===== src/logic/scs_defines.svh =====
// offsets, field positions, reset values and timing counts of the clock select block
`ifndef SCS_DEFINES_SVH
`define SCS_DEFINES_SVH
`define SCS_OFF_SEL        12'h000
`define SCS_OFF_FRC        12'h004
`define SCS_OFF_FXT        12'h008
`define SCS_OFF_SXT        12'h00c
`define SCS_OFF_IRQ_STAT   12'h010
`define SCS_OFF_IRQ_MASK   12'h014
`define SCS_SEL_CODE_HI    7
`define SCS_SEL_CODE_LO    5
`define SCS_SEL_HSRC_BIT   3
`define SCS_SEL_LSRC_BIT   2
`define SCS_SEL_HIDLE_BIT  1
`define SCS_SEL_LIDLE_BIT  0
`define SCS_FRC_FREQ_HI    3
`define SCS_FRC_FREQ_LO    2
`define SCS_FRC_FLAG_BIT   1
`define SCS_FRC_EN_BIT     0
`define SCS_FXT_MODE_BIT   2
`define SCS_XT_FLAG_BIT    1
`define SCS_XT_EN_BIT      0
`define SCS_SEL_RESET      8'h00
`define SCS_FRC_RESET      8'h01
`define SCS_FXT_RESET      8'h00
`define SCS_SXT_RESET      8'h00
`define SCS_IRQ_RESET      3'h0
`define SCS_CODE_SUB       3'h7
`define SCS_SWITCH_TICKS   3'h4
`define SCS_CLK_PERIOD_NS  10
`define SCS_FRC_SETTLE_NS  1000
`define SCS_FRC_SETTLE_CYC ((`SCS_FRC_SETTLE_NS + `SCS_CLK_PERIOD_NS - 1) / `SCS_CLK_PERIOD_NS)
`endif


===== src/logic/scs_pkg.sv =====
// types shared by the clock select block
package scs_pkg;
  typedef enum logic [2:0] {SCS_FAST, SCS_SLOW, SCS_SLEEP, SCS_IDLE_LOW_ONLY,
                            SCS_IDLE_BOTH_CLOCKS, SCS_IDLE_HIGH_ONLY} scs_mode_t;
  typedef enum logic [1:0] {SCS_SW_RUN, SCS_SW_COUNT, SCS_SW_HOLD} scs_sw_state_t;
  typedef struct packed {
    logic [2:0] sys_clock_selector;
    logic       high_source_select;
    logic       low_source_select;
    logic       high_idle_enable;
    logic       low_idle_enable;
  } scs_sel_t;
  typedef struct packed {
    logic       run_internal_fast;
    logic       run_external_fast;
    logic       run_internal_slow;
    logic       run_external_slow;
    logic [1:0] fast_rc_freq;
  } scs_osc_ctl_t;
endpackage


===== src/logic/scs_clk_switch.sv =====
// glitch-free handover of the system clock enable between candidate rates
`timescale 1ns/1ps
module scs_clk_switch
  import scs_pkg::*;
(
  // clock and reset
  input  wire logic       pclk,
  input  wire logic       presetn,
  // candidate rate ticks and request
  input  wire logic [7:0] cand_tick,
  input  wire logic [2:0] req_code,
  // system clock enable and status
  output logic            sys_tick,
  output logic [2:0]      cur_code,
  output logic            busy,
  output logic            done
);
`include "scs_defines.svh"

  scs_sw_state_t state_r, state_nxt;
  logic [2:0]    cur_r, cur_nxt;
  logic [2:0]    cnt_r, cnt_nxt;

  // four current periods run on, then output holds until a target edge
  always_comb
  begin
    state_nxt = state_r;
    cur_nxt   = cur_r;
    cnt_nxt   = cnt_r;
    sys_tick  = 1'b0;
    done      = 1'b0;
    case (state_r)
      SCS_SW_RUN:
      begin
        sys_tick = cand_tick[cur_r];
        if (req_code != cur_r)
        begin
          state_nxt = SCS_SW_COUNT;
          cnt_nxt   = 3'h0;
        end
      end
      SCS_SW_COUNT:
      begin
        sys_tick = cand_tick[cur_r];
        if (cand_tick[cur_r])
        begin
          cnt_nxt = cnt_r + 3'h1;
          if (cnt_r + 3'h1 == `SCS_SWITCH_TICKS)
            state_nxt = SCS_SW_HOLD;
        end
      end
      SCS_SW_HOLD:
      begin
        // no tick leaves while waiting, so no phase is ever shortened
        if (cand_tick[req_code])
        begin
          sys_tick  = 1'b1;
          cur_nxt   = req_code;
          done      = 1'b1;
          state_nxt = SCS_SW_RUN;
        end
      end
      default:
        state_nxt = SCS_SW_RUN;
    endcase
  end

  // state registers
  always_ff @(posedge pclk or negedge presetn)
  begin
    if (!presetn)
    begin
      state_r <= SCS_SW_RUN;
      cur_r   <= 3'h0;
      cnt_r   <= 3'h0;
    end
    else
    begin
      state_r <= state_nxt;
      cur_r   <= cur_nxt;
      cnt_r   <= cnt_nxt;
    end
  end

  assign cur_code = cur_r;
  assign busy     = (state_r != SCS_SW_RUN);

  // no tick escapes while holding for the target edge
  property p_hold_silent;
    @(posedge pclk) disable iff (!presetn)
      (state_r == SCS_SW_HOLD && !cand_tick[req_code]) |-> !sys_tick;
  endproperty
  a_hold_silent: assert property (p_hold_silent)
    else $error("tick left during hold");

  // entering hold needs exactly four current ticks
  property p_four_ticks;
    @(posedge pclk) disable iff (!presetn)
      (state_r == SCS_SW_COUNT && state_nxt == SCS_SW_HOLD) |-> cnt_r == 3'h3;
  endproperty
  a_four_ticks: assert property (p_four_ticks)
    else $error("switch left count early");
endmodule


===== src/logic/scs_top.sv =====
// system clock select and oscillator control with apb registers
// Functional notes
// - selector codes divide fast clock, 111 picks sub
// - unimplemented bits ignore writes, read zero
// - high source bit: 0 fast rc, 1 crystal
// - low source bit: 0 slow rc, 1 crystal
// - high idle bit keeps fast osc during halt
// - low idle bit keeps slow osc during halt
// - switch ends within four periods plus bounded slack
// - fast rc field: 01 8M, 10 12M, 11 4M
// - new fast rc frequency applies once stable
// - enabling fast rc clears flag, sets after settling
// - fast rc enable bit resets to one
// - halt picks sleep or idle from idle bits
//
// The placing of the registers and the APB interface to the registers were chosen for this implementation.
`timescale 1ns/1ps
module scs_top
  import scs_pkg::*;
(
  // clock and reset
  input  wire logic         pclk,
  input  wire logic         presetn,
  // apb slave
  input  wire logic         psel,
  input  wire logic         penable,
  input  wire logic         pwrite,
  input  wire logic [11:0]  paddr,
  input  wire logic [31:0]  pwdata,
  output logic              pready,
  output logic [31:0]       prdata,
  output logic              pslverr,
  // oscillator ticks, one pclk wide, and crystal ready levels
  input  wire logic         internal_fast_osc,
  input  wire logic         external_fast_crystal,
  input  wire logic         internal_slow_osc,
  input  wire logic         external_slow_crystal,
  input  wire logic         fast_crystal_ready,
  input  wire logic         slow_crystal_ready,
  // cpu power handshake
  input  wire logic         halt_req,
  input  wire logic         wake_req,
  // clock outputs and oscillator controls
  output logic              sys_tick,
  output logic              fast_tick,
  output logic              sub_tick,
  output scs_osc_ctl_t      osc_ctl,
  output scs_mode_t         power_mode,
  output logic              switch_busy,
  // interrupt
  output logic              irq
);
`include "scs_defines.svh"

  localparam logic [7:0] FRC_SETTLE = 8'(`SCS_FRC_SETTLE_CYC);

  //////////////////////////////////////////////////////////////////////////////
  // register state
  scs_sel_t     sel_r, sel_nxt;
  logic [1:0]   frc_freq_r, frc_freq_nxt;
  logic [1:0]   frc_applied_r, frc_applied_nxt;
  logic         frc_en_r, frc_en_nxt;
  logic         frc_flag_r, frc_flag_nxt;
  logic [7:0]   frc_cnt_r, frc_cnt_nxt;
  logic         fxt_mode_r, fxt_mode_nxt;
  logic         fxt_en_r, fxt_en_nxt;
  logic         sxt_en_r, sxt_en_nxt;
  logic [2:0]   irq_stat_r, irq_stat_nxt;
  logic [2:0]   irq_mask_r, irq_mask_nxt;
  logic         halted_r, halted_nxt;
  logic         ack_r, ack_nxt;
  logic [31:0]  prdata_r, prdata_nxt;
  logic         slverr_r, slverr_nxt;
  logic [5:0]   div_r, div_nxt;

  logic         acc, wr, mapped;
  logic [31:0]  rd_val;
  logic         fh_raw, fsub_raw, fh_run, fsub_run;
  logic [7:0]   cand_tick;
  logic [2:0]   cur_code;
  logic         sw_done, sw_tick;
  logic [2:0]   events;

  //////////////////////////////////////////////////////////////////////////////
  // apb decode: one wait state so read data comes from a flip-flop
  assign acc = psel & penable & !ack_r;
  assign wr  = psel & penable & ack_r & pwrite;
  assign mapped = (paddr == `SCS_OFF_SEL) || (paddr == `SCS_OFF_FRC) ||
                  (paddr == `SCS_OFF_FXT) || (paddr == `SCS_OFF_SXT) ||
                  (paddr == `SCS_OFF_IRQ_STAT) || (paddr == `SCS_OFF_IRQ_MASK);

  // read view; unimplemented bits keep the zero default
  always_comb
  begin
    rd_val = 32'h0;
    case (paddr)
      `SCS_OFF_SEL:      rd_val[7:0] = {sel_r.sys_clock_selector, 1'b0,
                                        sel_r.high_source_select, sel_r.low_source_select,
                                        sel_r.high_idle_enable, sel_r.low_idle_enable};
      `SCS_OFF_FRC:      rd_val[3:0] = {frc_freq_r, frc_flag_r, frc_en_r};
      `SCS_OFF_FXT:      rd_val[2:0] = {fxt_mode_r, fxt_en_r & fast_crystal_ready, fxt_en_r};
      `SCS_OFF_SXT:      rd_val[1:0] = {sxt_en_r & slow_crystal_ready, sxt_en_r};
      `SCS_OFF_IRQ_STAT: rd_val[2:0] = irq_stat_r;
      `SCS_OFF_IRQ_MASK: rd_val[2:0] = irq_mask_r;
      default:           rd_val = 32'h0;
    endcase
  end

  // bus answer registers
  always_comb
  begin
    ack_nxt    = acc;
    prdata_nxt = acc ? rd_val : prdata_r;
    slverr_nxt = acc ? !mapped : 1'b0;
  end

  //////////////////////////////////////////////////////////////////////////////
  // control registers and write effects
  always_comb
  begin
    sel_nxt      = sel_r;
    frc_freq_nxt = frc_freq_r;
    frc_en_nxt   = frc_en_r;
    fxt_mode_nxt = fxt_mode_r;
    fxt_en_nxt   = fxt_en_r;
    sxt_en_nxt   = sxt_en_r;
    irq_mask_nxt = irq_mask_r;
    if (wr)
    begin
      case (paddr)
        `SCS_OFF_SEL:
        begin
          // bit 4 has no storage, so a write there is dropped
          sel_nxt.sys_clock_selector = pwdata[`SCS_SEL_CODE_HI:`SCS_SEL_CODE_LO];
          sel_nxt.high_source_select = pwdata[`SCS_SEL_HSRC_BIT];
          sel_nxt.low_source_select  = pwdata[`SCS_SEL_LSRC_BIT];
          sel_nxt.high_idle_enable   = pwdata[`SCS_SEL_HIDLE_BIT];
          sel_nxt.low_idle_enable    = pwdata[`SCS_SEL_LIDLE_BIT];
        end
        `SCS_OFF_FRC:
        begin
          frc_freq_nxt = pwdata[`SCS_FRC_FREQ_HI:`SCS_FRC_FREQ_LO];
          frc_en_nxt   = pwdata[`SCS_FRC_EN_BIT];
        end
        `SCS_OFF_FXT:
        begin
          // drive strength may not change under a running crystal
          if (!fxt_en_r)
            fxt_mode_nxt = pwdata[`SCS_FXT_MODE_BIT];
          fxt_en_nxt = pwdata[`SCS_XT_EN_BIT];
        end
        `SCS_OFF_SXT:      sxt_en_nxt   = pwdata[`SCS_XT_EN_BIT];
        `SCS_OFF_IRQ_MASK: irq_mask_nxt = pwdata[2:0];
        default:           sel_nxt      = sel_r;
      endcase
    end
  end

  //////////////////////////////////////////////////////////////////////////////
  // fast rc settling: enable or retune restarts the stable flag
  always_comb
  begin
    frc_flag_nxt    = frc_flag_r;
    frc_cnt_nxt     = frc_cnt_r;
    frc_applied_nxt = frc_applied_r;
    if (!frc_en_nxt)
    begin
      frc_flag_nxt = 1'b0;
      frc_cnt_nxt  = 8'h0;
    end
    else if ((frc_en_nxt && !frc_en_r) || (frc_freq_nxt != frc_freq_r))
    begin
      frc_flag_nxt = 1'b0;
      frc_cnt_nxt  = 8'h0;
    end
    else if (!frc_flag_r)
    begin
      frc_cnt_nxt = frc_cnt_r + 8'h1;
      if (frc_cnt_r + 8'h1 >= FRC_SETTLE)
      begin
        frc_flag_nxt    = 1'b1;
        frc_applied_nxt = frc_freq_r;
      end
    end
  end

  //////////////////////////////////////////////////////////////////////////////
  // halt state and operating mode
  always_comb
  begin
    halted_nxt = halted_r;
    if (halt_req)
      halted_nxt = 1'b1;
    else if (wake_req)
      halted_nxt = 1'b0;
  end

  // mode from halt and idle bits
  always_comb
  begin
    if (!halted_r)
      power_mode = (sel_r.sys_clock_selector == `SCS_CODE_SUB) ? SCS_SLOW : SCS_FAST;
    else
      case ({sel_r.high_idle_enable, sel_r.low_idle_enable})
        2'b00:   power_mode = SCS_SLEEP;
        2'b01:   power_mode = SCS_IDLE_LOW_ONLY;
        2'b11:   power_mode = SCS_IDLE_BOTH_CLOCKS;
        2'b10:   power_mode = SCS_IDLE_HIGH_ONLY;
        default: power_mode = SCS_SLEEP;
      endcase
  end

  //////////////////////////////////////////////////////////////////////////////
  // source routing and oscillator run controls
  assign fh_run   = !halted_r || sel_r.high_idle_enable;
  assign fsub_run = !halted_r || sel_r.low_idle_enable;
  assign fh_raw   = sel_r.high_source_select ? external_fast_crystal
                                             : internal_fast_osc;
  assign fsub_raw = sel_r.low_source_select ? external_slow_crystal
                                            : internal_slow_osc;
  assign fast_tick = fh_raw & fh_run;
  assign sub_tick  = fsub_raw & fsub_run;

  assign osc_ctl.run_internal_fast = frc_en_r & fh_run & !sel_r.high_source_select;
  assign osc_ctl.run_external_fast = fxt_en_r & fh_run & sel_r.high_source_select;
  assign osc_ctl.run_internal_slow = fsub_run & !sel_r.low_source_select;
  assign osc_ctl.run_external_slow = sxt_en_r & fsub_run & sel_r.low_source_select;
  assign osc_ctl.fast_rc_freq      = frc_applied_r;

  // synchronous divider counts fast ticks for the divided rates
  always_comb
  begin
    div_nxt = fast_tick ? div_r + 6'h1 : div_r;
  end

  // code k up to 6 ticks once every 2^k fast ticks, code 7 is the sub tick
  assign cand_tick[0] = fast_tick;
  genvar gi;
  generate
    for (gi = 1; gi < 7; gi++)
    begin : g_div
      assign cand_tick[gi] = fast_tick & (&div_r[gi-1:0]);
    end
  endgenerate
  assign cand_tick[7] = sub_tick;

  scs_clk_switch u_switch (
    .pclk      (pclk),
    .presetn   (presetn),
    .cand_tick (cand_tick),
    .req_code  (sel_r.sys_clock_selector),
    .sys_tick  (sw_tick),
    .cur_code  (cur_code),
    .busy      (switch_busy),
    .done      (sw_done)
  );

  // cpu clock stops in every halted mode
  assign sys_tick = sw_tick & !halted_r;

  //////////////////////////////////////////////////////////////////////////////
  // interrupts: switch done, fast rc stable, halt entered; set beats clear
  assign events = {halt_req & !halted_r, frc_flag_nxt & !frc_flag_r, sw_done};
  always_comb
  begin
    irq_stat_nxt = irq_stat_r;
    if (wr && paddr == `SCS_OFF_IRQ_STAT)
      irq_stat_nxt = irq_stat_r & ~pwdata[2:0];
    irq_stat_nxt = irq_stat_nxt | events;
  end
  assign irq = |(irq_stat_r & irq_mask_r);

  //////////////////////////////////////////////////////////////////////////////
  // all state registers
  always_ff @(posedge pclk or negedge presetn)
  begin
    if (!presetn)
    begin
      sel_r         <= scs_sel_t'(`SCS_SEL_RESET);
      frc_freq_r    <= 2'(`SCS_FRC_RESET >> `SCS_FRC_FREQ_LO);
      frc_applied_r <= 2'(`SCS_FRC_RESET >> `SCS_FRC_FREQ_LO);
      frc_en_r      <= 1'b1;
      frc_flag_r    <= 1'b0;
      frc_cnt_r     <= 8'h0;
      fxt_mode_r    <= 1'b0;
      fxt_en_r      <= 1'b0;
      sxt_en_r      <= 1'b0;
      irq_stat_r    <= `SCS_IRQ_RESET;
      irq_mask_r    <= `SCS_IRQ_RESET;
      halted_r      <= 1'b0;
      ack_r         <= 1'b0;
      prdata_r      <= 32'h0;
      slverr_r      <= 1'b0;
      div_r         <= 6'h0;
    end
    else
    begin
      sel_r         <= sel_nxt;
      frc_freq_r    <= frc_freq_nxt;
      frc_applied_r <= frc_applied_nxt;
      frc_en_r      <= frc_en_nxt;
      frc_flag_r    <= frc_flag_nxt;
      frc_cnt_r     <= frc_cnt_nxt;
      fxt_mode_r    <= fxt_mode_nxt;
      fxt_en_r      <= fxt_en_nxt;
      sxt_en_r      <= sxt_en_nxt;
      irq_stat_r    <= irq_stat_nxt;
      irq_mask_r    <= irq_mask_nxt;
      halted_r      <= halted_nxt;
      ack_r         <= ack_nxt;
      prdata_r      <= prdata_nxt;
      slverr_r      <= slverr_nxt;
      div_r         <= div_nxt;
    end
  end

  assign pready  = ack_r;
  assign prdata  = prdata_r;
  assign pslverr = slverr_r & ack_r;

  //////////////////////////////////////////////////////////////////////////////
  // checks
  property p_sub_route;
    @(posedge pclk) disable iff (!presetn)
      (cur_code == 3'h7 && !switch_busy && !halted_r) |->
        (sys_tick == sub_tick);
  endproperty
  a_sub_route: assert property (p_sub_route)
    else $error("sub code does not route sub clock");

  property p_rsvd_zero;
    @(posedge pclk) disable iff (!presetn)
      (acc && paddr == 12'h004) |=> prdata[31:4] == 28'h0;
  endproperty
  a_rsvd_zero: assert property (p_rsvd_zero)
    else $error("reserved bits read nonzero");

  property p_high_src;
    @(posedge pclk) disable iff (!presetn)
      (fh_run && !sel_r.high_source_select) |-> fast_tick == internal_fast_osc;
  endproperty
  a_high_src: assert property (p_high_src)
    else $error("fast source routing wrong");

  property p_low_src;
    @(posedge pclk) disable iff (!presetn)
      (fsub_run && sel_r.low_source_select) |-> sub_tick == external_slow_crystal;
  endproperty
  a_low_src: assert property (p_low_src)
    else $error("slow source routing wrong");

  property p_halt_fast;
    @(posedge pclk) disable iff (!presetn)
      (halted_r && !sel_r.high_idle_enable) |-> !fast_tick && !sys_tick;
  endproperty
  a_halt_fast: assert property (p_halt_fast)
    else $error("fast clock runs in halt");

  property p_halt_slow;
    @(posedge pclk) disable iff (!presetn)
      (halted_r && !sel_r.low_idle_enable) |-> !sub_tick;
  endproperty
  a_halt_slow: assert property (p_halt_slow)
    else $error("slow clock runs in halt");

  property p_frc_restart;
    @(posedge pclk) disable iff (!presetn)
      (frc_en_nxt && !frc_en_r) |=> !frc_flag_r ##1 !frc_flag_r;
  endproperty
  a_frc_restart: assert property (p_frc_restart)
    else $error("stable flag not cleared on enable");

  property p_freq_apply;
    @(posedge pclk) disable iff (!presetn)
      $changed(frc_applied_r) |-> $rose(frc_flag_r);
  endproperty
  a_freq_apply: assert property (p_freq_apply)
    else $error("frequency applied before stable");

  property p_mode_sleep;
    @(posedge pclk) disable iff (!presetn)
      (halted_r && !sel_r.high_idle_enable && !sel_r.low_idle_enable) |->
        power_mode == SCS_SLEEP;
  endproperty
  a_mode_sleep: assert property (p_mode_sleep)
    else $error("sleep mode not selected");
endmodule


===== config.mk =====
export PLATFORM = sky130hd
export DESIGN_NAME = scs_top
export DESIGN_NICKNAME = d
export VERILOG_FILES = /design/src/logic/scs_pkg.sv /design/src/logic/scs_clk_switch.sv /design/src/logic/scs_top.sv
export VERILOG_INCLUDE_DIRS = /design/src /design/src/logic
export SDC_FILE = /design/constraint.sdc
export NUM_CORES = 1
export LEC_CHECK = 0
export BUFFER_PORTS_ARGS = -buffer_cell sky130_fd_sc_hd__buf_2
export CORE_MARGIN = 2
export CORE_UTILIZATION = 48
export DETAILED_ROUTE_END_ITERATION = 8
export GPL_TIMING_DRIVEN = 0
export HOLD_SLACK_MARGIN = 0.15
export PLACE_DENSITY_LB_ADDON = 0.15
export SETUP_SLACK_MARGIN = 0.4
export SKIP_CTS_REPAIR_TIMING = 1
export SYNTH_ARGS = -nofsm -noshare
export SYNTH_HDL_FRONTEND = slang
export SYNTH_HIERARCHICAL = 1
export SYNTH_SLANG_ARGS = --single-unit

===== constraint.sdc =====
create_clock -name pclk -period 4.55 [get_ports pclk]
set_input_delay 0.2275 -clock pclk [delete_from_list [all_inputs] [get_ports pclk]]
set_output_delay 0.2275 -clock pclk [all_outputs]
set_load 0.1 [all_outputs]

==> impl_metrics.tcl <==
set metrics [dict create \
    outcome "complete, no violations" \
    clk_pin_slew_ns 0.08 \
    fin_area_um2 3850 \
    synthesis.area_um2 3250 \
    drcViolationCount 0 \
    antenna_found_initial 0 \
    yosysMostFrequentCell "dfrtp_1" \
    ys_types 52 \
    p_per_area_nw_per_um2 332 \
    clock_skew_ns 0.0184 \
    yosysWarnings 6 \
    core_area_um2 6460 \
    synth_top_area_cell "dfrtp_1" \
    h-tree-depth 2 \
    crit_type "flip-flop to primary output" \
    power_frac_clock_pct 25.9 \
    ant_nets 0 \
    finalHoldViolations 0 \
    synth_ff_type "dfrtp_1" \
    crit_top_cell "nand2_1" \
    synthArstFlopShare_pct 100 \
    drive_above_1_share_pct 29.6 \
    critPathMaxStageDelay_ns 0.54 \
    worstSetupStartpoint "halted_r$_DFFE_PN0P_" \
    grt-ovfl-total 0 \
    r2r-start "pready$_DFF_PN0_" \
    firstDrtPassIters 4 \
    tritoncts "built" \
    rr_worst_depth 5 \
    synth_top_area_share_pct 40.8 \
    drv_cap 0 \
    finalWirelength_um 6780 \
    slowest_stage "mux4_1" \
    post-place-ws_ns 1.56 \
    grt_max_degree 55 \
    cp.required_ns 4.32 \
    cp.depth 11 \
    cp_max_fo 11 \
    setup_slack_ns 1.27 \
    slew_headroom_pct 20.4 \
    synth_seq_area_share_pct 41.7 \
    synthTopCellsByArea "dfrtp_1 (41%), mux2_2 (7.3%), buf_4 (5.8%)" \
    place.port_buffers 53 \
    gp_congestion 0.858 \
    start_util_pct 50.3 \
    min_period_over_period_pct 72.0 \
    r2r_end "frc_applied_r[1]$_DFFE_PN0P_" \
    die_h_um 86.2 \
    die_area_um2 7440 \
    combPwrFrac_pct 29.6 \
    worstPathArrival_ns 3.05 \
    seqPwrFrac_pct 44.5 \
    insertion_delay_ns 0.31 \
    first_global_vias 2356 \
    die_w_um 86.2 \
    r2r_setup_slack_ns 2.09 \
    dp_hpwl_um 5200 \
    cts.path.max_buffers 2 \
    p_int_mw 0.826 \
    vias_per_cell 5.20 \
    maxSlewViolCount 0 \
    cp.buffers_inverters 2 \
    dpl_cell_area_um2 3700 \
    hp-class "input pin to flip-flop" \
    nets 478 \
    hold_ws_ns 0.144 \
    p_switching_mw 0.451 \
    crit_family "simple AND/OR/NAND/NOR gates" \
    dp_cells 478 \
    wire_per_inst_um 13.9 \
    rsz0062_at_grt "no" \
    numCtsBuffers 5 \
    setup_violations 0 \
    grt_pass1_wl_um 11400 \
    layout.cells.non_filler 489 \
    p_leak_nw 1.94 \
    numClockSinks 54 \
    worstSetupEndpointType "primary output" \
    fin_util_pct 59.6 \
    synth_common_cells "dfrtp_1 (53), nand2_1 (33), nor2_1 (27), buf_4 (25), mux2_2 (21)" \
    tightestPinTransition_ns 1.19 \
    fin_tns_setup_ns 0 \
    crit_path_end "sys_tick" \
    p_sw_share_pct 35.3 \
    syn_area_per_cell_um2 10.0 \
    synth-edff-count 0 \
    drt_iter0_markers 120 \
    synth_seq_cells 54 \
    num_io_pins 105 \
    root_buffer "clkbuf_8" \
    finalCriticalPeriod_ns 3.28 \
    ir_drop_mv 0.258 \
    cp-start-kind "flip-flop" \
    worstPathCellList "nor2b_1 > nor2_2 > nand2_1 > inv_1 > and3_1 > mux4_1 > mux2i_4 > nand2b_1 > nand2_1 > nor2b_2 > buf_2" \
    fmax_mhz 305 \
    power_mw 1.28 \
    area_delta_synth_final_pct 18.6 \
    synth_cells 324 \
    vias 2543 \
    gr-usage-all-layers_pct 19.2 \
    n_antenna_cell 0 \
    rows 29 \
]
-- cell type report --
cell class	instances	area [um^2]
Fill cell	594	2610
Multi-Input combinational cell	251	1730
Sequential cell	54	1350
Timing Repair Buffer	56	295
Buffer	32	218
Tap cell	77	96.3
Clock buffer	7	86.3
Inverter	11	41.3
Clock inverter	1	30.0
-- power by group through the flow --
stage / registers (mW) / logic [mW] / clock network, mW
after global routing: 0.577 / 0.416 / 0.358
final: 0.568 / 0.378 / 0.331
after floorplan: 0.571 / 0.311 / 0
after global placement: 0.576 / 0.369 / 0
after detailed placement: 0.579 / 0.377 / 0
after CTS: 0.569 / 0.378 / 0.336
-- how the worst min path moves through the flow --
stage	from	endpoint	slack, ns	depth (start not counted)
5_1_grt	pwdata[5]	sel_r[4]$_DFFE_PN0P_	0.15	2
3_5_place_dp	wake_req	halted_r$_DFFE_PN0P_	0.40	2
2_1_floorplan	presetn	div_r[0]$_DFFE_PN0P_	-0.07	0
3_3_place_gp	wake_req	halted_r$_DFFE_PN0P_	0.40	2
4_1_cts	wake_req	halted_r$_DFFE_PN0P_	0.08	2
6_report	halt_req	halted_r$_DFFE_PN0P_	0.14	2
-- per-layer routing --
layer	GRT usage (%)	vias up	share of wire (%)
li1	-	1266	-
met1	28.0	1212	50
met2	30.1	60	45
met3	3.90	5	4.4
met4	3.84	0	0.81
met5	0	-	0
-- cell families (layout without fill, tap and decap cells) --
group / Yosys count / in the layout / synth area share [%]
compound gates: 36 / 36 / 7.94
mux: 39 / 39 / 14.3
flops: 54 / 54 / 41.7
fa+ha+maj: 10 / 10 / 3.85
other cells: 1 / 25 / 0.115
buf+inv: 43 / 107 / 7.98
xor+xnor: 17 / 17 / 4.59
simple gates: 124 / 124 / 19.6
-- state kept, by name, summed over array words and instances (netlist names), 3 cells and up --
register / cells
prdata: 7
frc_cnt_r: 8
sel_r: 7
u_switch/cur_code: 3
div_r: 6
u_switch/cnt_r: 3
irq_mask_r: 3
irq_stat_r: 3
-- layout by cell type, fill, tap and decap left out, types with 8 or more instances in the layout --
cell     instances
buf_2           56
buf_4           25
conb_1          25
dfrtp_1         53
ha_1            10
inv_1           11
mux2_2          21
mux2i_1         13
nand2_1         33
nand3_1         20
nor2_1          26
o21ai_0         11
xnor2_1          9
xor2_1           8
Power figures use the tool's default switching activity.
